File: src/counter_pkg.sv
// Shared constants for the multimode event and frequency counter
package counter_pkg;
   // Register byte offsets
   localparam logic [7:0] CTRL_ONE_OFFSET = 8'h00;
   localparam logic [7:0] CTRL_TWO_OFFSET = 8'h04;
   localparam logic [7:0] COMPARE_OFFSET = 8'h08;
   localparam logic [7:0] GATE_PERIOD_OFFSET = 8'h0c;
   localparam logic [7:0] STATUS_OFFSET = 8'h10;
   // ctrl_reg_one fields
   localparam int MODE_POS = 0;
   localparam int SRC_CLK_POS = 2;
   localparam int RUN_POS = 5;
   localparam int CLEAR_POS = 7;
   // ctrl_reg_two fields
   localparam int EDGE_SEL_POS = 0;
   localparam int GATE_SRC_POS = 1;
   localparam int WIN_EDGE_POS = 3;
   localparam int GATE_CLK_POS = 4;
   localparam int AUX_ROUTE_POS = 6;
   // gate_period_reg fields and status bits
   localparam int HIGH_SET_POS = 0;
   localparam int LOW_SET_POS = 4;
   localparam int OVF_POS = 0;
   localparam int WIN_ACT_POS = 1;
   // Reset values
   localparam logic [7:0] CTRL_ONE_RESET = 8'h00;
   localparam logic [6:0] CTRL_TWO_RESET = 7'h00;
   localparam logic [7:0] GATE_PERIOD_RESET = 8'h00;
   localparam logic [17:0] COMPARE_RESET = 18'h00001;
   // Counter geometry
   localparam int COUNT_WIDTH = 18;
   localparam int COMPARE_HIGH_BITS = 7;
   localparam int GATE_STEPS = 16;
   localparam int FAST_DIV_WIDTH = 23;
   localparam int SLOW_DIV_WIDTH = 15;
   // Field encodings
   localparam logic [1:0] RUN_START = 2'h2;
   localparam logic [1:0] GATE_FROM_EXT = 2'h0;
   localparam logic [1:0] GATE_INTERNAL = 2'h1;
   localparam logic [1:0] GATE_FROM_AUX = 2'h2;
   localparam logic [2:0] SRC_FAST = 3'h5;
   localparam logic [2:0] SRC_SLOW = 3'h6;
   localparam logic [2:0] SRC_EXT = 3'h7;
   typedef enum logic [1:0] {
      MODE_TIMER_EVENT = 2'h0,
      MODE_RESERVED = 2'h1,
      MODE_PULSE_WIDTH = 2'h2,
      MODE_FREQUENCY = 2'h3
   } mode_type;
endpackage : counter_pkg

File: src/multimode_event_freq_counter.sv
// Multimode event and frequency counter with AHB-Lite register slave
// Overview of operation
// - Timer mode counts internal clock, matches, clears
// - Fast source in slow mode compares top seven
// - Timer mode serves as oscillator warm-up timer
// - Event mode counts external input falling edges
// - Event mode match interrupts, clears, keeps counting
// - Pulse mode counts falling edges of gated AND
// - Pulse mode interrupt on falling or both edges
// - Uncleared counter resumes from stopped value
// - Wrap sets overflow until clear bit
// - Stopping pulse mode with input high interrupts
// - Starting pulse mode, both edges, input high interrupts
// - Window active flag meaningless in pulse mode
// - Input falling with clock high adds one
// - Frequency mode counts input edges while gate high
// - Frequency mode interrupt on gate falling or both
// - Window active flag shows gate state
// - Route bit set blocks companion output from pin
// - Gate high period is sixteen minus setting
// - Gate low period scales the same way
// - Window flag high only during counting high period
// - Low setting written in low period applies next
`timescale 1ns/1ns
`default_nettype none
module multimode_event_freq_counter #(
   parameter int CNT_WIDTH = counter_pkg::COUNT_WIDTH
) (
   input wire logic CLK_I,
   input wire logic RESETN_I,
   input wire logic HSEL_I,
   input wire logic [31:0] HADDR_I,
   input wire logic [1:0] HTRANS_I,
   input wire logic HWRITE_I,
   input wire logic [2:0] HSIZE_I,
   input wire logic [31:0] HWDATA_I,
   input wire logic HREADY_I,
   output logic [31:0] HRDATA_O,
   output logic HREADYOUT_O,
   output logic HRESP_O,
   input wire logic EXT_COUNT_IN_I,
   input wire logic AUX_TIMER_OUT_I,
   input wire logic SLOW_OSC_TICK_I,
   input wire logic SLOW_MODE_I,
   input wire logic DIVIDER_TAP_SEL_I,
   output logic COUNTER_MATCH_IRQ_O,
   output logic SHARED_PORT_PIN_O,
   output logic SHARED_PORT_PIN_OEN_O
);
   import counter_pkg::*;

   if (CNT_WIDTH < 1 || CNT_WIDTH > COUNT_WIDTH) begin : g_width_check
      $error("Counter width must lie between 1 and the compare register width");
   end

   // A narrower counter wraps early; registers and bus stay full width.
   // The compare high bits keep their place in the full-width register.
   localparam logic [17:0] CNT_MASK = 18'((64'h1 << CNT_WIDTH) - 64'h1);

   // Bus and register group
   logic pend_reg, pend_next;
   logic pwrite_reg, pwrite_next;
   logic [7:0] paddr_reg, paddr_next;
   logic ready_reg, ready_next;
   logic [31:0] rdata_reg, rdata_next;
   logic [7:0] ctrl_reg_one, ctrl_reg_one_next;
   logic [6:0] ctrl_reg_two, ctrl_reg_two_next;
   logic [17:0] compare_count_reg, compare_count_reg_next;
   logic [7:0] gate_period_reg, gate_period_reg_next;
   logic counter_clear_bit;

   // Counter group
   logic [17:0] cnt_reg, cnt_next;
   logic overflow_flag_reg, overflow_flag_next;
   logic irq_reg, irq_next;
   logic cnt_lvl_reg, cnt_lvl_next;
   logic win_lvl_reg, win_lvl_next;
   logic window_active_flag_reg, window_active_flag_next;
   logic [FAST_DIV_WIDTH-1:0] fdiv_reg, fdiv_next;
   logic [SLOW_DIV_WIDTH-1:0] sdiv_reg, sdiv_next;
   logic gate_high_reg, gate_high_next;
   logic [4:0] gate_cnt_reg, gate_cnt_next;
   logic [3:0] low_latch_reg, low_latch_next;
   logic pin_reg, pin_next;
   logic pin_oen_reg, pin_oen_next;

   mode_type mode;
   logic [2:0] src_clk_sel;
   logic [1:0] run_ctrl;
   logic [1:0] gate_source_sel;
   logic [1:0] gate_clk_sel;
   logic win_irq_edge_sel;
   logic aux_pin_route;
   logic running;

   assign mode = mode_type'(ctrl_reg_one[MODE_POS +: 2]);
   assign src_clk_sel = ctrl_reg_one[SRC_CLK_POS +: 3];
   assign run_ctrl = ctrl_reg_one[RUN_POS +: 2];
   assign gate_source_sel = ctrl_reg_two[GATE_SRC_POS +: 2];
   assign win_irq_edge_sel = ctrl_reg_two[WIN_EDGE_POS];
   assign gate_clk_sel = ctrl_reg_two[GATE_CLK_POS +: 2];
   assign aux_pin_route = ctrl_reg_two[AUX_ROUTE_POS];
   assign running = (run_ctrl == RUN_START);

   // One wait state per transfer so read data leave straight from a flop
   always_comb begin
      pend_next = 1'b0;
      pwrite_next = pwrite_reg;
      paddr_next = paddr_reg;
      ready_next = 1'b1;
      rdata_next = rdata_reg;
      ctrl_reg_one_next = ctrl_reg_one;
      ctrl_reg_two_next = ctrl_reg_two;
      compare_count_reg_next = compare_count_reg;
      gate_period_reg_next = gate_period_reg;
      counter_clear_bit = 1'b0;
      if (HSEL_I && HTRANS_I[1] && HREADY_I) begin
         pend_next = 1'b1;
         pwrite_next = HWRITE_I;
         paddr_next = HADDR_I[7:0];
         ready_next = 1'b0;
      end
      if (pend_reg) begin
         rdata_next = 32'h0;
         if (pwrite_reg) begin
            unique case (paddr_reg)
               CTRL_ONE_OFFSET: begin
                  ctrl_reg_one_next = {1'b0, HWDATA_I[6:0]};
                  counter_clear_bit = HWDATA_I[CLEAR_POS];
               end
               CTRL_TWO_OFFSET: ctrl_reg_two_next = HWDATA_I[6:0];
               COMPARE_OFFSET: compare_count_reg_next = HWDATA_I[17:0];
               GATE_PERIOD_OFFSET: gate_period_reg_next = HWDATA_I[7:0];
               default: ;
            endcase
         end else begin
            unique case (paddr_reg)
               CTRL_ONE_OFFSET: rdata_next = {24'h0, ctrl_reg_one};
               CTRL_TWO_OFFSET: rdata_next = {25'h0, ctrl_reg_two};
               // The compare address reads back the live count, not the compare value
               COMPARE_OFFSET: rdata_next = {14'h0, cnt_reg};
               GATE_PERIOD_OFFSET: rdata_next = {24'h0, gate_period_reg};
               STATUS_OFFSET: rdata_next = {30'h0, window_active_flag_reg, overflow_flag_reg};
               default: rdata_next = 32'h0;
            endcase
         end
      end
   end

   always_ff @(posedge CLK_I) begin
      if (!RESETN_I) begin
         pend_reg <= 1'b0;
         pwrite_reg <= 1'b0;
         paddr_reg <= 8'h00;
         ready_reg <= 1'b1;
         rdata_reg <= 32'h0;
         ctrl_reg_one <= CTRL_ONE_RESET;
         ctrl_reg_two <= CTRL_TWO_RESET;
         compare_count_reg <= COMPARE_RESET;
         gate_period_reg <= GATE_PERIOD_RESET;
      end else begin
         pend_reg <= pend_next;
         pwrite_reg <= pwrite_next;
         paddr_reg <= paddr_next;
         ready_reg <= ready_next;
         rdata_reg <= rdata_next;
         ctrl_reg_one <= ctrl_reg_one_next;
         ctrl_reg_two <= ctrl_reg_two_next;
         compare_count_reg <= compare_count_reg_next;
         gate_period_reg <= gate_period_reg_next;
      end
   end

   // Counter, gate generator and dividers
   logic slow_taps;
   logic src_lvl;
   logic gate_lvl;
   logic gate_tick;
   logic count_evt;
   logic [4:0] gate_idx;
   logic [13:0] fmask;
   logic [5:0] smask;
   logic [17:0] inc;
   logic [4:0] gate_limit;
   logic compare_hit;
   logic internal_gate_on;

   always_comb begin
      fdiv_next = fdiv_reg + 1'b1;
      sdiv_next = sdiv_reg + {{(SLOW_DIV_WIDTH-1){1'b0}}, SLOW_OSC_TICK_I};
      slow_taps = SLOW_MODE_I | DIVIDER_TAP_SEL_I;
      // Source clock as a square level; its falling edge is the count tick.
      // The full-rate fast source can only be shown as half rate here.
      unique case (src_clk_sel)
         3'h0: src_lvl = slow_taps ? sdiv_reg[14] : fdiv_reg[22];
         3'h1: src_lvl = slow_taps ? sdiv_reg[4] : fdiv_reg[12];
         3'h2: src_lvl = slow_taps ? sdiv_reg[2] : fdiv_reg[10];
         3'h3: src_lvl = fdiv_reg[6];
         3'h4: src_lvl = fdiv_reg[2];
         SRC_FAST: src_lvl = fdiv_reg[0];
         SRC_SLOW: src_lvl = sdiv_reg[0];
         SRC_EXT: src_lvl = EXT_COUNT_IN_I;
      endcase
      // Gate step: fast 2^12..2^14 or slow 2^4..2^6 periods
      gate_idx = {3'h0, gate_clk_sel};
      fmask = 14'h0fff;
      smask = 6'h0f;
      if (gate_clk_sel == 2'h1) begin
         fmask = 14'h1fff;
         smask = 6'h1f;
      end else if (gate_clk_sel == 2'h2) begin
         fmask = 14'h3fff;
         smask = 6'h3f;
      end
      if (slow_taps) begin
         gate_tick = SLOW_OSC_TICK_I && ((sdiv_reg[5:0] & smask) == smask);
      end else begin
         gate_tick = (fdiv_reg[13:0] & fmask) == fmask;
      end
      gate_high_next = gate_high_reg;
      gate_cnt_next = gate_cnt_reg;
      low_latch_next = low_latch_reg;
      gate_limit = gate_high_reg ? 5'(GATE_STEPS) - {1'b0, gate_period_reg[HIGH_SET_POS +: 4]}
                                 : 5'(GATE_STEPS) - {1'b0, low_latch_reg};
      internal_gate_on = running && (mode == MODE_FREQUENCY) && (gate_source_sel == GATE_INTERNAL);
      if (!internal_gate_on) begin
         gate_high_next = 1'b1;
         gate_cnt_next = 5'h00;
      end else if (gate_tick) begin
         if (gate_cnt_reg + 5'h01 >= gate_limit) begin
            gate_cnt_next = 5'h00;
            gate_high_next = !gate_high_reg;
            if (gate_high_reg) begin
               // Low setting is sampled only on entering a low period
               low_latch_next = gate_period_reg[LOW_SET_POS +: 4];
            end
         end else begin
            gate_cnt_next = gate_cnt_reg + 5'h01;
         end
      end
      unique case (gate_source_sel)
         GATE_FROM_EXT: gate_lvl = EXT_COUNT_IN_I;
         GATE_INTERNAL: gate_lvl = gate_high_reg;
         GATE_FROM_AUX: gate_lvl = AUX_TIMER_OUT_I;
         default: gate_lvl = 1'b0;
      endcase
      // Counting level per mode; the count event is its falling edge
      cnt_lvl_next = 1'b0;
      win_lvl_next = 1'b0;
      unique case (mode)
         MODE_TIMER_EVENT: cnt_lvl_next = running && src_lvl;
         MODE_PULSE_WIDTH: begin
            cnt_lvl_next = running && EXT_COUNT_IN_I && src_lvl;
            win_lvl_next = running && EXT_COUNT_IN_I;
         end
         MODE_FREQUENCY: begin
            cnt_lvl_next = running && EXT_COUNT_IN_I && gate_lvl;
            win_lvl_next = running && gate_lvl;
         end
         MODE_RESERVED: ;
      endcase
      // A stop in timer or event mode must not leave a stray tick
      count_evt = cnt_lvl_reg && !cnt_lvl_next && (running || mode != MODE_TIMER_EVENT);
      inc = (cnt_reg + 18'h00001) & CNT_MASK;
      if (src_clk_sel == SRC_FAST && SLOW_MODE_I) begin
         compare_hit = inc[17 -: COMPARE_HIGH_BITS] ==
                       compare_count_reg[17 -: COMPARE_HIGH_BITS];
      end else begin
         compare_hit = inc == compare_count_reg;
      end
      cnt_next = cnt_reg;
      irq_next = 1'b0;
      if (count_evt) begin
         if (mode == MODE_TIMER_EVENT && compare_hit) begin
            cnt_next = 18'h00000;
            irq_next = 1'b1;
         end else begin
            cnt_next = inc;
         end
      end
      if (counter_clear_bit) begin
         cnt_next = 18'h00000;
      end
      if ((win_lvl_reg && !win_lvl_next) || (win_irq_edge_sel && !win_lvl_reg && win_lvl_next)) begin
         irq_next = 1'b1;
      end
      // Wrap sets the flag; a set in the clearing cycle still wins
      overflow_flag_next = (overflow_flag_reg && !counter_clear_bit) ||
                           (count_evt && (cnt_reg == CNT_MASK) && !(mode == MODE_TIMER_EVENT && compare_hit));
      window_active_flag_next = (mode == MODE_FREQUENCY) && running && gate_lvl;
      pin_next = AUX_TIMER_OUT_I && !aux_pin_route;
      pin_oen_next = aux_pin_route;
   end

   always_ff @(posedge CLK_I) begin
      if (!RESETN_I) begin
         cnt_reg <= 18'h00000;
         overflow_flag_reg <= 1'b0;
         irq_reg <= 1'b0;
         cnt_lvl_reg <= 1'b0;
         win_lvl_reg <= 1'b0;
         window_active_flag_reg <= 1'b0;
         fdiv_reg <= '0;
         sdiv_reg <= '0;
         gate_high_reg <= 1'b1;
         gate_cnt_reg <= 5'h00;
         low_latch_reg <= 4'h0;
         pin_reg <= 1'b0;
         pin_oen_reg <= 1'b0;
      end else begin
         cnt_reg <= cnt_next;
         overflow_flag_reg <= overflow_flag_next;
         irq_reg <= irq_next;
         cnt_lvl_reg <= cnt_lvl_next;
         win_lvl_reg <= win_lvl_next;
         window_active_flag_reg <= window_active_flag_next;
         fdiv_reg <= fdiv_next;
         sdiv_reg <= sdiv_next;
         gate_high_reg <= gate_high_next;
         gate_cnt_reg <= gate_cnt_next;
         low_latch_reg <= low_latch_next;
         pin_reg <= pin_next;
         pin_oen_reg <= pin_oen_next;
      end
   end

   assign HRDATA_O = rdata_reg;
   assign HREADYOUT_O = ready_reg;
   assign HRESP_O = 1'b0;
   assign COUNTER_MATCH_IRQ_O = irq_reg;
   assign SHARED_PORT_PIN_O = pin_reg;
   assign SHARED_PORT_PIN_OEN_O = pin_oen_reg;
   // Bits kept for clarity or ignored by the word-only slave
   logic unused_gate_idx;
   assign unused_gate_idx = ^{gate_idx, HSIZE_I, HADDR_I[31:8], HWDATA_I[31:18]};
endmodule : multimode_event_freq_counter
`default_nettype wire

File: config.mk
export PLATFORM = sky130hd
export DESIGN_NAME = multimode_event_freq_counter
export DESIGN_NICKNAME = d
export VERILOG_FILES = /design/src/counter_pkg.sv /design/src/multimode_event_freq_counter.sv
export SDC_FILE = /design/constraint.sdc
export NUM_CORES = 1
export LEC_CHECK = 0
export ABC_AREA = 1
export BUFFER_PORTS_ARGS = -buffer_cell sky130_fd_sc_hd__clkbuf_2
export CAP_MARGIN = 20
export CELL_PAD_IN_SITES_DETAIL_PLACEMENT = 0
export CELL_PAD_IN_SITES_GLOBAL_PLACEMENT = 1
export CORE_MARGIN = 2
export CORE_UTILIZATION = 40
export DETAILED_ROUTE_END_ITERATION = 12
export HOLD_SLACK_MARGIN = 0.02
export PLACE_DENSITY = 0.87
export SLEW_MARGIN = 5
export SYNTH_ARGS = -nofsm -noshare
export SYNTH_HDL_FRONTEND = slang
export SYNTH_SLANG_ARGS = --single-unit
File: constraint.sdc
create_clock -name CLK_I -period 3.3 [get_ports CLK_I]
set_input_delay 0 -clock CLK_I [delete_from_list [all_inputs] [get_ports CLK_I]]
set_output_delay 0 -clock CLK_I [all_outputs]
set_load 0.02 [all_outputs]
==> results.json <==
{
  "async_flop_share": 0,
  "drt-vias-per-instance": 4.89,
  "syn_to_final_growth_pct": 19.3,
  "nNetsFinal": 1217,
  "dpl_cell_area_um2": 7550,
  "arrival_ns": 3.02,
  "ant_nets": 0,
  "htree_levels": 4,
  "syn_area_per_cell_um2": 6.83,
  "io_pins": 116,
  "peakVddDrop_mv": 0.366,
  "grt_pass1_wl_um": 29600,
  "hp-class": "input pin to flop",
  "drt_wl_total_um": 18100,
  "skew_ns": 0.00870,
  "yosysSeqAreaShare": 0.401,
  "grt-ovfl-total": 0,
  "hold_slack_ns": 0.0408,
  "critPathKind": "flop to flop",
  "status": "finished clean",
  "critPathCaptureType": "flop",
  "grt_max_degree": 77,
  "grt_use_total": 0.201,
  "wl_per_cell_um": 13.3,
  "yosysTopAreaCell": "dfxtp_1",
  "dp.cells": 1300,
  "top_usage_layer": "met2",
  "tightestPinTransition_ns": 0.737,
  "synth_edf_count": 0,
  "vias": 6669,
  "dieHeight_um": 137,
  "cts_setup_buffers": 0,
  "ys_top_cells_by_area": "dfxtp_1 40%, nand2_1 12%, a21oi_1 6.9%, inv_1 6.7%, o21ai_0 6.7%",
  "rows": 48,
  "maxCapViolCount": 0,
  "globalplace.congestion": 0.833,
  "finalCritPeriodShare": 0.822,
  "clock_latency_ns": 0.42,
  "synthFlopType": "dfxtp_1",
  "dr.pass1.iters": 5,
  "multi_input_area_um2": 3590,
  "power.leakage_nw": 3.52,
  "grt_pass1_vias": 5982,
  "start_util": 0.410,
  "synthTopCellsByCount": "231 x nand2_1, 142 x dfxtp_1, 127 x inv_1",
  "synth_cell_types": 42,
  "antenna_cells": 0,
  "clk_pin_slew_worst_paths_ns": 0.06,
  "yosys_warnings": 0,
  "post_cts_resize_count": 0,
  "relSlewSlack": 0.509,
  "portBuffers": 58,
  "drt_iter0_drc": 429,
  "cts_buffers": 17,
  "clockBufferDepth": 2,
  "worstPathMaxFanout": 8,
  "setup_tns_ns": 0,
  "post-route-min-period_ns": 2.71,
  "coreArea_um2": 17300,
  "fmax_mhz": 369,
  "use_met2": 0.295,
  "place_ws_ns": 0.584,
  "grt_use_met3": 0.0419,
  "p_total_mw": 3.82,
  "synth_most_common_cell": "nand2_1",
  "synth_top_area_frac": 0.401,
  "setup_slack_ns": 0.587,
  "ff_latch_area_um2": 2840,
  "hpwl_um": 13100,
  "cts_hold_buf": 32,
  "synth-seq-cells": 142,
  "remaining_drc_errors": 0,
  "drv_slew": 0,
  "fillCellCount": 1780,
  "final_cells": 1364,
  "postLayoutCoreUtil": 0.490,
  "finalHoldViolations": 0,
  "clockRootBuffer": "clkbuf_16",
  "rsz0062_at_grt": "false",
  "antenna_found_initial": 0,
  "syn_area_um2": 7100,
  "fp.dieArea_um2": 18800,
  "cts_tree": "yes",
  "fp.dieW_um": 137,
  "fin_area_um2": 8470,
  "syn_inst": 1039,
  "cp.required_ns": 3.61,
  "cts_sinks": 142,
  "largest_reg_flops": 23,
  "start_kind": "flop",
  "p_per_area_nw_per_um2": 451,
  "setup_viol": 0,
  "grtUsageMet1": 0.293,
  "drive_gt1_frac": 0.111
}
## final timing paths
kind | start | endpoint | slack, ns | depth (start not counted)
setup / recovery | gate_high_reg | low_latch_reg[0] | 0.59 | 13
hold / removal | HTRANS_I[1] | pwrite_reg | 0.04 | 4
setup reg to reg | gate_high_reg | low_latch_reg[0] | 0.59 | 13
hold reg to reg | sdiv_reg[14] | sdiv_reg[14] | 0.45 | 1
## cell families after synthesis
group,Yosys count,share of synthesized area
AOI/OAI and AO/OA,213,0.158
xor gates and xnor gates,13,0.0219
adders and majority gates,12,0.0212
buffers and inverters,174,0.102
DFF,142,0.401
other,1,0.000528
and+or+nand+nor,484,0.295
## power by group
part	internal, mW	leakage, nW	total, mW	switching [mW]
Clock	1.19	0.288	1.91	0.726
Sequential	1.73	1.15	1.73	0.00765
Combinational	0.0634	2.09	0.173	0.110
Total	2.98	3.52	3.82	0.844
## worst max-delay path, stage by stage, from the launching register on
cell      delay [ns]
dfxtp_1         0.44
inv_1           0.14
or2_2           0.29
o21ai_0         0.14
ha_1            0.26
xnor2_1         0.08
ha_1            0.27
o21ai_0         0.07
nand2_1         0.06
a21oi_1         0.05
o21bai_1        0.21
nand4_1         0.32
nor2_1          0.20
nor2_1          0.06
## per-layer routing
layer / up-vias / part of all wire
li1: 3535 / -
met1: 2947 / 0.51
met2: 168 / 0.42
met3: 19 / 0.054
met4: 0 / 0.014
met5: - / 0
## layout by cell type (no fill, tap or decap), drive strengths merged, types with 4 or more instances in the layout
master,instances
a21oi,98
buf,9
clkbuf,80
clkinv,6
conb,15
dfxtp,142
dlygate4sd3,32
ha,12
inv,128
nand2,240
nand3,84
nand4,19
nor2,113
nor3,21
o211ai,5
o21a,4
o21ai,96
xnor2,4
xor2,6
## area by class of cell
class	instances	area share
clock inverter	10	0.0131
sequential	142	0.336
multi-input combinational	737	0.424
timing repair buffer	99	0.0801
inverter	129	0.0572
clock buffer	22	0.0572
tap	225	0.0332
(Power assumes the default switching activity.)
